**src/rsf_pkg.sv**
```systemverilog
/*
  rsf_pkg: constants for the reset state and flag logic.
  assumes: single 20 MHz clock domain, no software register bus.
*/
package rsf_pkg;
  localparam int unsigned PC_W = 13;
  localparam int unsigned SP_W = 4;
  localparam int unsigned IRQ_W = 16;
  localparam int unsigned TMR_W = 4;
  localparam int unsigned PORT_W = 8;
  localparam int unsigned LVS_W = 8;
  localparam int unsigned WDG_W = 16;
  localparam int unsigned TB_W = 16;
  // reset values
  localparam logic [PC_W-1:0] PC_RST = 13'h0000;
  localparam logic [SP_W-1:0] SP_RST = 4'h0;
  localparam logic [LVS_W-1:0] LVS_POR = 8'h0066;
  localparam logic [PORT_W-1:0] DIR_INPUT = 8'h00ff;
  // cause encoding used by the state machine
  typedef enum logic [2:0] {
    RSF_NONE, RSF_POR, RSF_PIN, RSF_LVR, RSF_WDG_RUN, RSF_WDG_IDLE
  } rsf_cause_e;
endpackage

```
**src/rsf_reset_ctrl.sv**
```systemverilog
/*
  rsf_reset_ctrl: picks the winning reset source each cycle and applies
  its effect on the reset flags and on the core's initial state.
  assumes: reset requests are level pulses from outside the clock domain;
  the core reports idle/sleep and watchdog/timebase live values itself.
*/
`timescale 1ns/1ps
//////////////////////////////////////////////////////////////////////////
// Overview of operation
// - idle watchdog expiry: clear pc/sp, set timeout
// - power-on clears flags; pin/lvr keep them
// - run watchdog expiry sets timeout, keeps powerdown
// - idle watchdog expiry sets both flags
// - power-on: pc zero, interrupts disabled
// - power-on clears watchdog, timebases; watchdog restarts
// - power-on turns timer modules off
// - power-on makes all port pins inputs
// - power-on points stack at top
// - genuine low-voltage reset keeps threshold select
module rsf_reset_ctrl #(
  parameter int unsigned PC_W = rsf_pkg::PC_W,
  parameter int unsigned SP_W = rsf_pkg::SP_W,
  parameter int unsigned IRQ_W = rsf_pkg::IRQ_W,
  parameter int unsigned TMR_W = rsf_pkg::TMR_W,
  parameter int unsigned PORT_W = rsf_pkg::PORT_W,
  parameter int unsigned LVS_W = rsf_pkg::LVS_W
) (
  // clock and reset
  input wire logic clock,
  input wire logic rst_n,
  // reset sources, asynchronous levels
  input wire logic power_on_req,
  input wire logic external_reset_pin,
  input wire logic low_voltage_reset,
  input wire logic watchdog_expired,
  // core status, same clock
  input wire logic core_idle,
  input wire logic power_down_set,
  input wire logic flags_clear,
  input wire logic lvs_wr,
  input wire logic [LVS_W-1:0] lvs_wdata,
  // flags
  output logic timeout_flag,
  output logic power_down_flag,
  // state applied to the core
  output logic core_reset,
  output logic warm_wake,
  output logic [PC_W-1:0] pc_init,
  output logic [SP_W-1:0] sp_init,
  output logic irq_enable_clr,
  output logic watchdog_counter_clr,
  output logic timebase_clr,
  output logic [TMR_W-1:0] timer_enable,
  output logic [PORT_W-1:0] port_dir,
  output logic [LVS_W-1:0] low_voltage_threshold_select,
  output logic [2:0] last_cause
);

  //////////////////////////////////////////////////////////////////////
  // synchronise the external sources
  logic [3:0] req_s;
  logic por_s, pin_s, lvr_s, wdg_s;

  rsf_sync #(.W(4)) u_sync (
    .clock(clock),
    .rst_n(rst_n),
    .async_in({power_on_req, external_reset_pin, low_voltage_reset,
               watchdog_expired}),
    .sync_out(req_s)
  );
  assign {por_s, pin_s, lvr_s, wdg_s} = req_s;

  // rising edges only, so a held source resets once
  logic [3:0] req_prev_q;
  logic [3:0] req_prev_d;
  logic [3:0] req_rise;
  assign req_rise = req_s & ~req_prev_q;

  //////////////////////////////////////////////////////////////////////
  // pick of the cause; several at once act as power-on, the fullest init
  function automatic rsf_pkg::rsf_cause_e pick_cause(
      input logic [3:0] rise, input logic idle);
    if (rise[3] || $countones(rise) > 1) begin
      pick_cause = rsf_pkg::RSF_POR;
    end else if (rise[2]) begin
      pick_cause = rsf_pkg::RSF_PIN;
    end else if (rise[1]) begin
      pick_cause = rsf_pkg::RSF_LVR;
    end else if (rise[0]) begin
      pick_cause = idle ? rsf_pkg::RSF_WDG_IDLE : rsf_pkg::RSF_WDG_RUN;
    end else begin
      pick_cause = rsf_pkg::RSF_NONE;
    end
  endfunction

  rsf_pkg::rsf_cause_e cause;
  assign cause = pick_cause(req_rise, core_idle);

  //////////////////////////////////////////////////////////////////////
  // flag and state registers
  logic to_q, to_d, pd_q, pd_d;
  logic core_rst_q, core_rst_d, wake_q, wake_d;
  logic [PC_W-1:0] pc_q, pc_d;
  logic [SP_W-1:0] sp_q, sp_d;
  logic irq_clr_q, irq_clr_d, wdg_clr_q, wdg_clr_d, tb_clr_q, tb_clr_d;
  logic [TMR_W-1:0] tmr_q, tmr_d;
  logic [PORT_W-1:0] dir_q, dir_d;
  logic [LVS_W-1:0] lvs_q, lvs_d;
  logic [2:0] cause_q, cause_d;

  // next-state: a reset event wins over software clears
  always_comb begin
    to_d = to_q;
    pd_d = pd_q;
    if (flags_clear) begin
      to_d = 1'b0;
      pd_d = 1'b0;
    end
    if (power_down_set) begin
      pd_d = 1'b1;
    end
    core_rst_d = 1'b0;
    wake_d = 1'b0;
    pc_d = pc_q;
    sp_d = sp_q;
    irq_clr_d = 1'b0;
    wdg_clr_d = 1'b0;
    tb_clr_d = 1'b0;
    tmr_d = tmr_q;
    dir_d = dir_q;
    lvs_d = lvs_wr ? lvs_wdata : lvs_q;
    req_prev_d = req_s;
    cause_d = (cause == rsf_pkg::RSF_NONE) ? cause_q : 3'(cause);
    unique case (cause)
      rsf_pkg::RSF_POR: begin
        to_d = 1'b0;
        pd_d = 1'b0;
        core_rst_d = 1'b1;
        pc_d = rsf_pkg::PC_RST;
        irq_clr_d = 1'b1;
        wdg_clr_d = 1'b1;
        tb_clr_d = 1'b1;
        tmr_d = '0;
        dir_d = rsf_pkg::DIR_INPUT;
        sp_d = rsf_pkg::SP_RST;
        lvs_d = rsf_pkg::LVS_POR;
      end
      rsf_pkg::RSF_PIN, rsf_pkg::RSF_LVR: begin
        // flags untouched here
        core_rst_d = 1'b1;
        pc_d = rsf_pkg::PC_RST;
        sp_d = rsf_pkg::SP_RST;
        irq_clr_d = 1'b1;
        wdg_clr_d = 1'b1;
        tb_clr_d = 1'b1;
        tmr_d = '0;
        dir_d = rsf_pkg::DIR_INPUT;
        // threshold survives a genuine low supply
        if (cause == rsf_pkg::RSF_PIN) begin
          lvs_d = rsf_pkg::LVS_POR;
        end else begin
          lvs_d = lvs_q;
        end
      end
      rsf_pkg::RSF_WDG_RUN: begin
        to_d = 1'b1;
        pd_d = pd_q;
        core_rst_d = 1'b1;
        pc_d = rsf_pkg::PC_RST;
        sp_d = rsf_pkg::SP_RST;
        irq_clr_d = 1'b1;
        wdg_clr_d = 1'b1;
        tb_clr_d = 1'b1;
        tmr_d = '0;
        dir_d = rsf_pkg::DIR_INPUT;
        lvs_d = rsf_pkg::LVS_POR;
      end
      rsf_pkg::RSF_WDG_IDLE: begin
        // warm reset: pc, sp, both flags and last cause move, rest kept
        to_d = 1'b1;
        pd_d = 1'b1;
        wake_d = 1'b1;
        pc_d = rsf_pkg::PC_RST;
        sp_d = rsf_pkg::SP_RST;
      end
      rsf_pkg::RSF_NONE: begin
      end
    endcase
  end

  // registers; reset state equals power-on state
  always_ff @(posedge clock or negedge rst_n) begin
    if (!rst_n) begin
      to_q <= 1'b0;
      pd_q <= 1'b0;
      core_rst_q <= 1'b1;
      wake_q <= 1'b0;
      pc_q <= rsf_pkg::PC_RST;
      sp_q <= rsf_pkg::SP_RST;
      irq_clr_q <= 1'b1;
      wdg_clr_q <= 1'b1;
      tb_clr_q <= 1'b1;
      tmr_q <= '0;
      dir_q <= rsf_pkg::DIR_INPUT;
      lvs_q <= rsf_pkg::LVS_POR;
      req_prev_q <= 4'h0;
      cause_q <= 3'(rsf_pkg::RSF_POR);
    end else begin
      to_q <= to_d;
      pd_q <= pd_d;
      core_rst_q <= core_rst_d;
      wake_q <= wake_d;
      pc_q <= pc_d;
      sp_q <= sp_d;
      irq_clr_q <= irq_clr_d;
      wdg_clr_q <= wdg_clr_d;
      tb_clr_q <= tb_clr_d;
      tmr_q <= tmr_d;
      dir_q <= dir_d;
      lvs_q <= lvs_d;
      req_prev_q <= req_prev_d;
      cause_q <= cause_d;
    end
  end

  //////////////////////////////////////////////////////////////////////
  // outputs straight from flops
  assign timeout_flag = to_q;
  assign power_down_flag = pd_q;
  assign core_reset = core_rst_q;
  assign warm_wake = wake_q;
  assign pc_init = pc_q;
  assign sp_init = sp_q;
  assign irq_enable_clr = irq_clr_q;
  assign watchdog_counter_clr = wdg_clr_q; // counts again next cycle
  assign timebase_clr = tb_clr_q;
  assign timer_enable = tmr_q;
  assign port_dir = dir_q;
  assign low_voltage_threshold_select = lvs_q;
  assign last_cause = cause_q;
endmodule

```
**src/rsf_sync.sv**
```systemverilog
/*
  rsf_sync: two-flop synchroniser for asynchronous reset sources.
  assumes: inputs are levels held for several clock cycles.
*/
`timescale 1ns/1ps
module rsf_sync #(
  parameter int unsigned W = 1
) (
  // clock and reset
  input wire logic clock,
  input wire logic rst_n,
  // data
  input wire logic [W-1:0] async_in,
  output logic [W-1:0] sync_out
);
  logic [W-1:0] meta_q;
  logic [W-1:0] sync_q;

  // first stage feeds only the second stage
  always_ff @(posedge clock or negedge rst_n) begin
    if (!rst_n) begin
      meta_q <= '0;
      sync_q <= '0;
    end else begin
      meta_q <= async_in;
      sync_q <= meta_q;
    end
  end

  assign sync_out = sync_q;
endmodule

```
**config.mk**
```make
export PLATFORM = sky130hd
export DESIGN_NAME = rsf_reset_ctrl
export DESIGN_NICKNAME = d
export VERILOG_FILES = /design/src/rsf_pkg.sv /design/src/rsf_reset_ctrl.sv /design/src/rsf_sync.sv
export SDC_FILE = /design/constraint.sdc
export NUM_CORES = 1
export LEC_CHECK = 0
export BUFFER_PORTS_ARGS = -buffer_cell sky130_fd_sc_hd__buf_2
export CAP_MARGIN = 5
export CORE_MARGIN = 4
export CORE_UTILIZATION = 40
export CTS_BUF_LIST = sky130_fd_sc_hd__clkbuf_16
export DETAILED_ROUTE_END_ITERATION = 16
export GPL_TIMING_DRIVEN = 0
export PLACE_DENSITY = 0.74
export SETUP_SLACK_MARGIN = 0.15
export SYNTH_ARGS = -nofsm -noshare
export SYNTH_HDL_FRONTEND = slang
export SYNTH_SLANG_ARGS = --single-unit
```
**constraint.sdc**
```tcl
create_clock -name clock -period 1.9 [get_ports clock]
set_clock_uncertainty 0.05 [all_clocks]
set_input_delay 0.38 -clock clock [delete_from_list [all_inputs] [get_ports clock]]
set_output_delay 0.38 -clock clock [all_outputs]
set_load 0.005 [all_outputs]
```
==> results of run 1 <==
-- state kept, by name, indices dropped and copies added (netlist names) --
| name | cells |
|---|---|
| warm_wake | 1 |
| req_prev_q | 4 |
| last_cause | 3 |
| u_sync.sync_out | 4 |
| timeout_flag | 1 |
| power_down_flag | 1 |
| low_voltage_threshold_select | 8 |
| timebase_clr | 1 |
| u_sync.meta_q | 4 |
-- path summary, 6_finish.rpt --
path	startpoint	end	slack (ns)
max in group asynchronous	rst_n	last_cause[0]$_DFFE_PN1P_	1.36
min in group clock	low_voltage_reset	u_sync.meta_q[1]$_DFF_PN0_	0.17
setup reg to reg	req_prev_q[1]$_DFF_PN0_	low_voltage_threshold_select[4]$_DFFE_PN0P_	-0.04
setup / recovery	req_prev_q[1]$_DFF_PN0_	low_voltage_threshold_select[4]$_DFFE_PN0P_	-0.04
hold / removal	rst_n	u_sync.meta_q[3]$_DFF_PN0_	0.06
hold reg to reg	u_sync.meta_q[1]$_DFF_PN0_	u_sync.sync_out[1]$_DFF_PN0_	0.30
-- Yosys cell counts (2+ instances only) --
cell | instances | share of area
dfstp_2 | 6 | 0.12
nor3_1 | 4 | 0.015
dfrtp_1 | 21 | 0.40
o21ai_0 | 3 | 0.011
a32o_1 | 4 | 0.030
nand3_1 | 2 | 0.0075
a21oi_1 | 4 | 0.015
nor2b_1 | 4 | 0.019
conb_1 | 2 | 0.0057
inv_1 | 3 | 0.0085
o22a_1 | 4 | 0.026
a211oi_1 | 3 | 0.017
buf_4 | 32 | 0.18
nor2_1 | 2 | 0.0057
nand2b_1 | 2 | 0.0094
-- report_power, final --
| part | switching [W] | total, W | leakage, nW | internal (W) |
|---|---|---|---|---|
| clock network | 0.000198 | 0.000484 | 0.0371 | 0.000286 |
| logic | 0.000134 | 0.000292 | 0.627 | 0.000158 |
| registers | 0.0000202 | 0.000638 | 0.324 | 0.000618 |
| total | 0.000353 | 0.00141 | 0.988 | 0.00106 |
-- layout by cell type, fill, tap and decap left out, types with 3 or more instances in the layout --
cell type / Yosys / final
a32o_1: 4 / 4
buf_2: 1 / 35
buf_4: 32 / 39
buf_6: 1 / 5
clkbuf_16: 0 / 3
conb_1: 2 / 29
dfrtp_1: 21 / 21
dfstp_2: 6 / 6
nor3_2: 0 / 3
o22a_1: 4 / 4
-- worst max-delay path: stages, from the launching register on --
cell and delay (ns):
dfrtp_1 0.37, nand2b_4 0.13, buf_6 0.13, ha_4 0.15, buf_8 0.11, nor2b_4 0.11, mux2_4 0.27, or2_4 0.25
a32o_1 0.25
-- cell type report --
| cell class | instances | area [um^2] | share of cell area |
|---|---|---|---|
| Sequential cell | 27 | 683 | 0.347 |
| Multi-Input combinational cell | 78 | 591 | 0.300 |
| Buffer | 35 | 278 | 0.141 |
| Timing Repair Buffer | 45 | 262 | 0.133 |
| Clock buffer | 3 | 75.1 | 0.0382 |
| Tap cell | 44 | 55.1 | 0.0280 |
| Inverter | 3 | 16.3 | 0.00827 |
| Clock inverter | 1 | 7.51 | 0.00382 |
-- what timing repair did --
action / 4_1_cts / 5_1_grt
resized for setup: 13 / 8
pin swaps: 5 / 6
endpoints found under the setup margin: 13 / 15
setup buffers: 9 / 1
endpoints found under the hold margin: 0 / 0
hold buffers: 0 / 0
-- stage by stage --
| stage | total power, W | cells | hold WS (ns) | TNS [ns] | setup slack [ns] |
|---|---|---|---|---|---|
| 6_report | 0.00141 | 236 | 0.0645 | -0.0836 | -0.0353 |
| 5_1_grt | 0.00148 | 236 | 0.120 | -0.251 | -0.0732 |
| 4_1_cts | 0.00140 | 235 | 0.0848 | -0.116 | -0.0314 |
| 3_5_place_dp | 0.000885 | 222 | 0.285 | -0.406 | -0.0669 |
| 3_3_place_gp | 0.000875 | 222 | 0.282 | -0.0727 | -0.0208 |
| 2_1_floorplan | 0.000805 | 143 | 0.0344 | 0 | 0.0367 |
-- routing by layer --
metal  up-vias  GRT usage
met3         6     0.0325
met1       474      0.156
li1        493          -
met4         0     0.0518
met5         -          0
met2        53      0.243
-- kinds of logic after synthesis --
kind of cell / Yosys count / share of synthesized area
buffers and inverters: 38 / 0.205
flip-flops: 27 / 0.515
AO/OA/AOI/OAI: 26 / 0.144
AND/OR/NAND/NOR: 19 / 0.0877
multiplexers: 2 / 0.0188
adder cells (fa/ha/maj): 2 / 0.0245
other: 2 / 0.00566
==> impl_metrics.yaml, run 1 <==
global_routing:
  grt_pass1_wl_um: 4610
  antenna_found_initial: 0
  grt_max_degree: 28
  grt_overflow: 0
  grt_pass1_vias: 1009
  track_usage: 0.136
floorplanning:
  initial_core_util: 0.428
  io_pins: 65
  core_mm2: 0.00310
  die_w_um: 65.6
  row_count: 20
  die_h_um: 65.6
  dieArea_mm2: 0.00430
drt:
  met2_wirelength_um: 1580
  drt-total-wl_um: 3010
  drt_iter0_markers: 13
  wl_met1_um: 1100
  wl_met3_um: 304
  drc_errors: 0
  wl_per_cell_um: 12.8
  dr.pass1.iters: 4
  vias: 1026
  viasPerCell: 4.35
  ant_nets: 0
  dr.max_layer_used: "met4"
cells_and_area:
  final_cell_area_mm2: 0.00197
  fin_nets: 213
  syn2layout_area_growth_pct: 48.2
  final_layout_size_suffix_gt1_frac: 0.573
  fill_cells: 255
  diodes: 0
  fin_util: 0.634
timing:
  hold_viol_final: 0
  fin_crit_sh: 1.02
  tightestPinTransition_ns: 0.729
  relSlewSlack: 0.513
  rsz0062_at_grt: "true"
  slew_viol_final: 0
  max_freq_ghz: 0.517
  setup_viol: 4
  period_needed_ns: 1.94
  setup_slack_ns: -0.0353
critical_path:
  cp.arrival_ns: 2.03
  required_ns: 2.00
  critPathCaptureType: "flip-flop"
  crit_path_start_kind: "flip-flop"
  crit_type: "flip-flop to flip-flop"
  crit_fanout: 4
  reg2regPathDepth: 8
logic_synthesis:
  synth.avg_cell_area_um2: 11.4
  syn_area_mm2: 0.00133
  yosysSeqAreaShare: 0.515
  synth-edff-count: 0
  synthFlopType: "dfrtp_1"
  synthArstFlopShare: 1.00
  ys_types: 35
  synth-seq-cells: 27
  yosysWarnings: 0
  netlist_instances: 116
outcome:
  violations: "setup timing"
  status: "finished with violations"
clocking:
  clk_path_buf_depth: 2
  clkLatencyLatePin_ns: 0.26
  cts_made_buffers: 3
  cts_tree: "done"
  cts-root-buf: "clkbuf_16"
  h-tree-depth: 1
  cts_sinks: 27
  clk_pin_slew_ns: 0.07
place:
  post_dp_cell_area_mm2: 0.00172
  port_buffers: 35
  dp_hpwl_um: 2120
  place_congestion: 0.788
power_and_ir_drop:
  vdd_drop_max_v: 0.000458
  p_leak_nw: 0.988
  power.density_mw_per_mm2: 719
worst_hold_path:
  worstHoldPathType: "input port to asynchronous set/reset pin"
job:
  cap_viol_max_count: 0
(Power assumes the default switching activity.)
==> run 2, diff against run 1 <==
Clock period 1.9 ns to 1.72 ns, I/O delays scaled along.
==> run 2 against run 1 <==
The run still ends with setup timing left. Largest power group unchanged. Highest routed layer unchanged. Critical path type unchanged. Fmax shrank 0.51%. Global-route usage grew 0.69 points. Combinational power grew 11%.
==> impl_metrics.yaml, run 2 (synthesized netlist as in run 1, its figures left out) <==
outcome:
  status: "finished with violations"
  violations: "setup timing"
cells_and_area:
  fin_nets: 216
  final_cell_mix: "buf_4, buf_2, conb_1"
  fill_cells: 258
  syn2layout_area_growth_pct: 49.3
  final_common_cell: "buf_4"
  fin_util: 0.639
  diodes: 0
  largest_reg_flops: 8
  final_cell_count_no_fill: 239
  final_layout_size_suffix_gt1_frac: 0.574
timing:
  setup_slack_ns: -0.225
  rsz0062_at_grt: "true"
  hold_viol_final: 0
  relSlewSlack: 0.553
  tightestPinTransition_ns: 0.669
  period_needed_ns: 1.95
  setup_viol: 14
  fin_crit_sh: 1.13
  slew_viol_final: 0
  max_freq_ghz: 0.514
critical_path:
  crit_fanout: 4
  required_ns: 1.82
  slowest_delay_ns: 0.38
  critPathCaptureType: "flip-flop"
  slowest_stage: "dfrtp_1"
  cp.arrival_ns: 2.05
  crit_path_start_kind: "flip-flop"
  crit_chain: "and2b_2, ha_4, buf_8, nor2b_4, mux2_4, or2_4, a32o_1"
  crit_type: "flip-flop to flip-flop"
  reg2regPathDepth: 7
floorplanning:
  row_count: 20
  core_mm2: 0.00310
  die_w_um: 65.6
  die_h_um: 65.6
  io_pins: 65
  dieArea_mm2: 0.00430
  initial_core_util: 0.428
drt:
  viasPerCell: 4.43
  dr.pass1.iters: 4
  ant_nets: 0
  drt_iter0_markers: 22
  wl_met3_um: 330
  wl_per_cell_um: 12.9
  drc_errors: 0
  drt-total-wl_um: 3080
  vias: 1059
  dr.max_layer_used: "met4"
  met2_wirelength_um: 1530
  wl_met1_um: 1140
clocking:
  h-tree-depth: 1
  cts_sinks: 27
  clk_path_buf_depth: 2
  cts_made_buffers: 3
  clk_pin_slew_ns: 0.07
  ctsHoldBuffers: 0
  cts-root-buf: "clkbuf_16"
  cts_tree: "done"
  clkLatencyLatePin_ns: 0.26
global_routing:
  grt_overflow: 0
  track_usage: 0.143
  antenna_found_initial: 0
  grt_pass1_wl_um: 4800
  grt_max_degree: 28
  grt_pass1_vias: 1057
power_and_ir_drop:
  power.density_mw_per_mm2: 791
  p_leak_nw: 1.00
  vdd_drop_max_v: 0.000533
job:
  cap_viol_max_count: 0
place:
  dp_hpwl_um: 2140
  place_congestion: 0.735
  dp.cells: 222
  port_buffers: 35
worst_hold_path:
  worstHoldPathType: "input port to asynchronous set/reset pin"
==> run 2: cell types whose count changed in the layout (fill, tap and decap cells not counted) <==
cell / change
o21ai_2: +1
a21oi_1: +1
o21ai_0: -1
o21ai_4: -1
a21oi_2: -1
buf_8: +1
clkinv_4: +1
buf_4: +3
buf_6: -1
inv_6: -1
o21ai_1: +1
==> run 2: worst max-delay path: cells and delay by family, from the launching register on <==
| family | cells | cell delay, ns |
|---|---|---|
| AOI/OAI and AO/OA | 1 | 0.25 |
| adders and majority gates | 1 | 0.17 |
| DFF | 1 | 0.38 |
| buffers and inverters | 1 | 0.12 |
| and+or+nand+nor | 3 | 0.60 |
| muxes | 1 | 0.27 |
==> run 2: worst paths after layout <==
check	startpoint	to	slack, ns
max in group asynchronous	rst_n	timeout_flag$_DFFE_PN0P_	1.21
max	u_sync.sync_out[0]$_DFF_PN0_	low_voltage_threshold_select[0]$_DFFE_PN0P_	-0.23
min in group clock	external_reset_pin	u_sync.meta_q[2]$_DFF_PN0_	0.13
max reg2reg	u_sync.sync_out[0]$_DFF_PN0_	low_voltage_threshold_select[0]$_DFFE_PN0P_	-0.23
min reg2reg	u_sync.meta_q[3]$_DFF_PN0_	u_sync.sync_out[3]$_DFF_PN0_	0.30
min	rst_n	u_sync.sync_out[2]$_DFF_PN0_	0.03
==> run 2: cell type report <==
type	count	area, um^2	share of cell area
Buffer	35	282	0.142
Clock buffer	3	75.1	0.0379
Clock inverter	1	7.51	0.00379
Inverter	3	16.3	0.00821
Multi-Input combinational cell	78	579	0.292
Sequential cell	27	683	0.345
Tap cell	44	55.1	0.0278
Timing Repair Buffer	48	284	0.143
==> run 2: routing by layer <==
layer | vias to the layer above | track usage
met2 | 58 | 0.247
met1 | 490 | 0.159
met5 | - | 0
met4 | 0 | 0.0544
li1 | 501 | -
met3 | 10 | 0.0530
==> run 2: report_power, final <==
group | leakage (nW) | internal (W) | switching, W
clock network | 0.0371 | 0.000316 | 0.000222
logic | 0.642 | 0.000178 | 0.000146
registers | 0.324 | 0.000683 | 0.0000239
total | 1.00 | 0.00118 | 0.000391
==> run 2: what timing repair did <==
action	in CTS	in global routing
endpoints found under the setup margin	15	15
gates resized for setup	10	9
pin swaps	5	7
setup buffers	9	4
==> run 2: metrics by stage <==
step / worst slack [ns] / instance area [um^2] / setup TNS (ns) / hold slack, ns / power, W
6_report: -0.225 / 1980 / -1.64 / 0.0271 / 0.00157
3_3_place_gp: -0.200 / 1730 / -1.44 / 0.282 / 0.000969
5_1_grt: -0.269 / 1980 / -2.56 / 0.0772 / 0.00164
3_5_place_dp: -0.248 / 1730 / -2.05 / 0.288 / 0.000980
4_1_cts: -0.209 / 1920 / -1.78 / 0.0383 / 0.00155
2_1_floorplan: -0.143 / 1500 / -0.676 / -0.00159 / 0.000891
==> run 3, diff against run 2 <==
Settings changed: ABC_AREA from default to 1, PLACE_DENSITY 0.74 to 0.72, SKIP_LAST_GASP from default to 1.
==> run 3 against run 2 <==
The flow still finishes with violations (setup timing). Non-clock buffer count stayed put. Cell count is 19% higher. First-iteration DRC count is 9.1% higher. Sequential power is 8.9% higher. Utilization is 1.6 points lower. Global-route usage is 1.5 points lower. Register-to-register slack worse by 0.14 ns. Critical path type unchanged. Largest power group unchanged.
==> impl_metrics.yaml, run 3 <==
drt:
  vias: 1179
  drt_iter0_markers: 24
  drc_errors: 0
  drt-total-wl_um: 3000
  dr.pass1.iters: 4
  ant_nets: 0
  wl_per_cell_um: 10.6
  viasPerCell: 4.15
critical_path:
  crit_chain: "inv_2, nor2_4, fa_2, inv_2, nor2_2, nor2_2, nand2_4, inv_4, buf_4, nand2_2, nand3_1, nand2_1"
  crit_path_start_kind: "flip-flop"
  slowest_stage: "fa_2"
  reg2regPathDepth: 12
  r2r_end: "low_voltage_threshold_select[1]$_DFFE_PN1P_"
  crit_fanout: 8
  reg2reg_slack_ns: -0.37
  slowest_delay_ns: 0.61
  critPathCaptureType: "flip-flop"
  required_ns: 1.88
  cp.arrival_ns: 2.24
  crit_type: "flip-flop to flip-flop"
  worstReg2RegStart: "u_sync.sync_out[0]$_DFF_PN0_"
place:
  place_congestion: 0.739
  dp_hpwl_um: 2140
  dp.cells: 264
  port_buffers: 35
logic_synthesis:
  synthAdderAreaFrac: 0.0225
  netlist_top_cells_count: "buf_4, dfrtp_1, nand2_1, nand3_1, inv_1"
  synth-seq-cells: 27
  syn_area_mm2: 0.00144
  yosysSeqAreaShare: 0.473
  synth.avg_cell_area_um2: 9.26
  synth-compound-area-share: 0.0277
  synth-xor-area-share: 0
  synthFlopType: "dfrtp_1"
  synth-edff-count: 0
  netlist_instances: 156
  ys_types: 20
  synth.area.mux_share: 0
  yosysMostFrequentCell: "buf_4"
  synth_top_area_frac: 0.364
  synth_area_leaders: "dfrtp_1, buf_4, dfstp_2"
  synth_top_family_by_area: "simple AND/OR/NAND/NOR gates"
  yosysWarnings: 0
  yosys.area.top_type: "dfrtp_1"
  synthSimpleGateAreaFrac: 0.250
  synthArstFlopShare: 1.00
floorplanning:
  core_mm2: 0.00342
  io_pins: 65
  initial_core_util: 0.423
  dieArea_mm2: 0.00463
  die_w_um: 68.1
  die_h_um: 68.1
  row_count: 21
global_routing:
  grt_pass1_wl_um: 4510
  grt_overflow: 0
  antenna_found_initial: 0
  track_usage: 0.128
  grt_pass1_vias: 1057
  grt_max_degree: 28
timing:
  max_freq_ghz: 0.479
  fin_crit_sh: 1.21
  slew_viol_final: 0
  relSlewSlack: 0.609
  fin_tns_setup_ns: -4.65
  period_needed_ns: 2.09
  tightestPinTransition_ns: 0.587
  rsz0062_at_grt: "true"
  hold_viol_final: 0
  setup_viol: 15
  setup_slack_ns: -0.369
power_and_ir_drop:
  vdd_drop_max_v: 0.000502
  power.clock.fraction: 0.293
  p_seq_frac: 0.427
  p_leak_nw: 1.17
  power.density_mw_per_mm2: 848
  p_sw_frac: 0.284
  combPwrFrac: 0.281
  netSwitchingPower_w: 0.000513
  p_int_w: 0.00129
cells_and_area:
  final_cell_mix: "buf_4, buf_2, conb_1"
  fill_cells: 285
  final_cell_count_no_fill: 284
  largest_reg_flops: 8
  final_common_cell: "buf_4"
  fin_nets: 259
  fin_util: 0.623
  syn2layout_area_growth_pct: 47.4
  final_layout_size_suffix_gt1_frac: 0.567
  diodes: 0
clocking:
  cts_sinks: 27
  ctsHoldBuffers: 0
  clkLatencyLatePin_ns: 0.26
  cts-root-buf: "clkbuf_16"
  h-tree-depth: 1
  clk_path_buf_depth: 2
  cts_tree: "done"
  clk_pin_slew_ns: 0.07
  cts_made_buffers: 3
worst_hold_path:
  worstHoldPathType: "input port to asynchronous set/reset pin"
job:
  cap_viol_max_count: 0
outcome:
  violations: "setup timing"
  status: "finished with violations"
-- run 3: changes by cell type in the layout (fill, tap and decap cells not counted), sizes merged, moves of 6 or more --
cell	previous run	this run
nand2	0	26
nand4	0	9
nor2	2	8
nand3	2	24
inv	2	21
-- run 3: cell type report --
class / count / area (um^2) / area share
flip-flops and latches: 27 / 683 / 0.321
inverters: 21 / 81.3 / 0.0382
clock buffers: 3 / 75.1 / 0.0353
plain buffers: 32 / 240 / 0.113
well taps: 46 / 57.6 / 0.0270
repair buffers: 51 / 303 / 0.142
multi-input cells: 103 / 681 / 0.320
clock inverters: 1 / 7.51 / 0.00353
-- run 3: how the worst max path moves through the flow --
stage                                             endpoint  slack, ns                    startpoint  cells past startpoint
2_1_floorplan  low_voltage_threshold_select[0]$_DFFE_PN0P_      -0.22  u_sync.sync_out[3]$_DFF_PN0_                     11
3_3_place_gp   low_voltage_threshold_select[7]$_DFFE_PN0P_      -0.37  u_sync.sync_out[1]$_DFF_PN0_                     11
3_5_place_dp   low_voltage_threshold_select[3]$_DFFE_PN0P_      -0.41  u_sync.sync_out[0]$_DFF_PN0_                     11
4_1_cts        low_voltage_threshold_select[2]$_DFFE_PN1P_      -0.39  u_sync.sync_out[3]$_DFF_PN0_                     10
5_1_grt        low_voltage_threshold_select[5]$_DFFE_PN1P_      -0.50  u_sync.sync_out[0]$_DFF_PN0_                     12
6_report       low_voltage_threshold_select[1]$_DFFE_PN1P_      -0.37  u_sync.sync_out[0]$_DFF_PN0_                     12
-- run 3: layer usage --
metal	up-vias	GRT usage	part of all wire
met5	-	0	0
li1	597	-	-
met1	525	0.149	0.40
met2	52	0.219	0.49
met3	5	0.0361	0.10
met4	0	0.0546	0.015
-- run 3: stage by stage --
step	hold WS [ns]	power, W	setup slack (ns)	instance area, um^2
global route	0.0805	0.00192	-0.497	2130
global placement	0.282	0.00118	-0.373	1810
floorplan	-0.00159	0.00104	-0.216	1580
finish	0.0264	0.00180	-0.369	2130
CTS	0.0495	0.00173	-0.388	1940
detailed placement	0.286	0.00118	-0.408	1810
-- run 3: cell families after synthesis --
logic type | after synthesis
and+or+nand+nor | 67
buffers and inverters | 53
DFF | 27
AOI/OAI and AO/OA | 5
adders and majority gates | 2
other | 2
-- run 3: timing repair --
action                     in CTS  in global routing
gates resized for setup         3                 28
setup buffers                   4                 12
setup endpoints to repair      15                 15
pin swaps                       5                 21
-- run 3: worst max-delay path, delay by kind of cell, from the launching register on --
| kind | cells | cell delay, ns |
|---|---|---|
| fa+ha+maj | 1 | 0.61 |
| buf+inv | 4 | 0.30 |
| flops | 1 | 0.40 |
| simple gates | 7 | 0.67 |
-- run 3: power by group through the flow --
stage	registers, W	clock network, W	logic, W
global placement	0.000775	0	0.000401
detailed placement	0.000778	0	0.000406
floorplan	0.000781	0	0.000264
global route	0.000780	0.000570	0.000567
CTS	0.000766	0.000547	0.000419
finish	0.000770	0.000529	0.000506
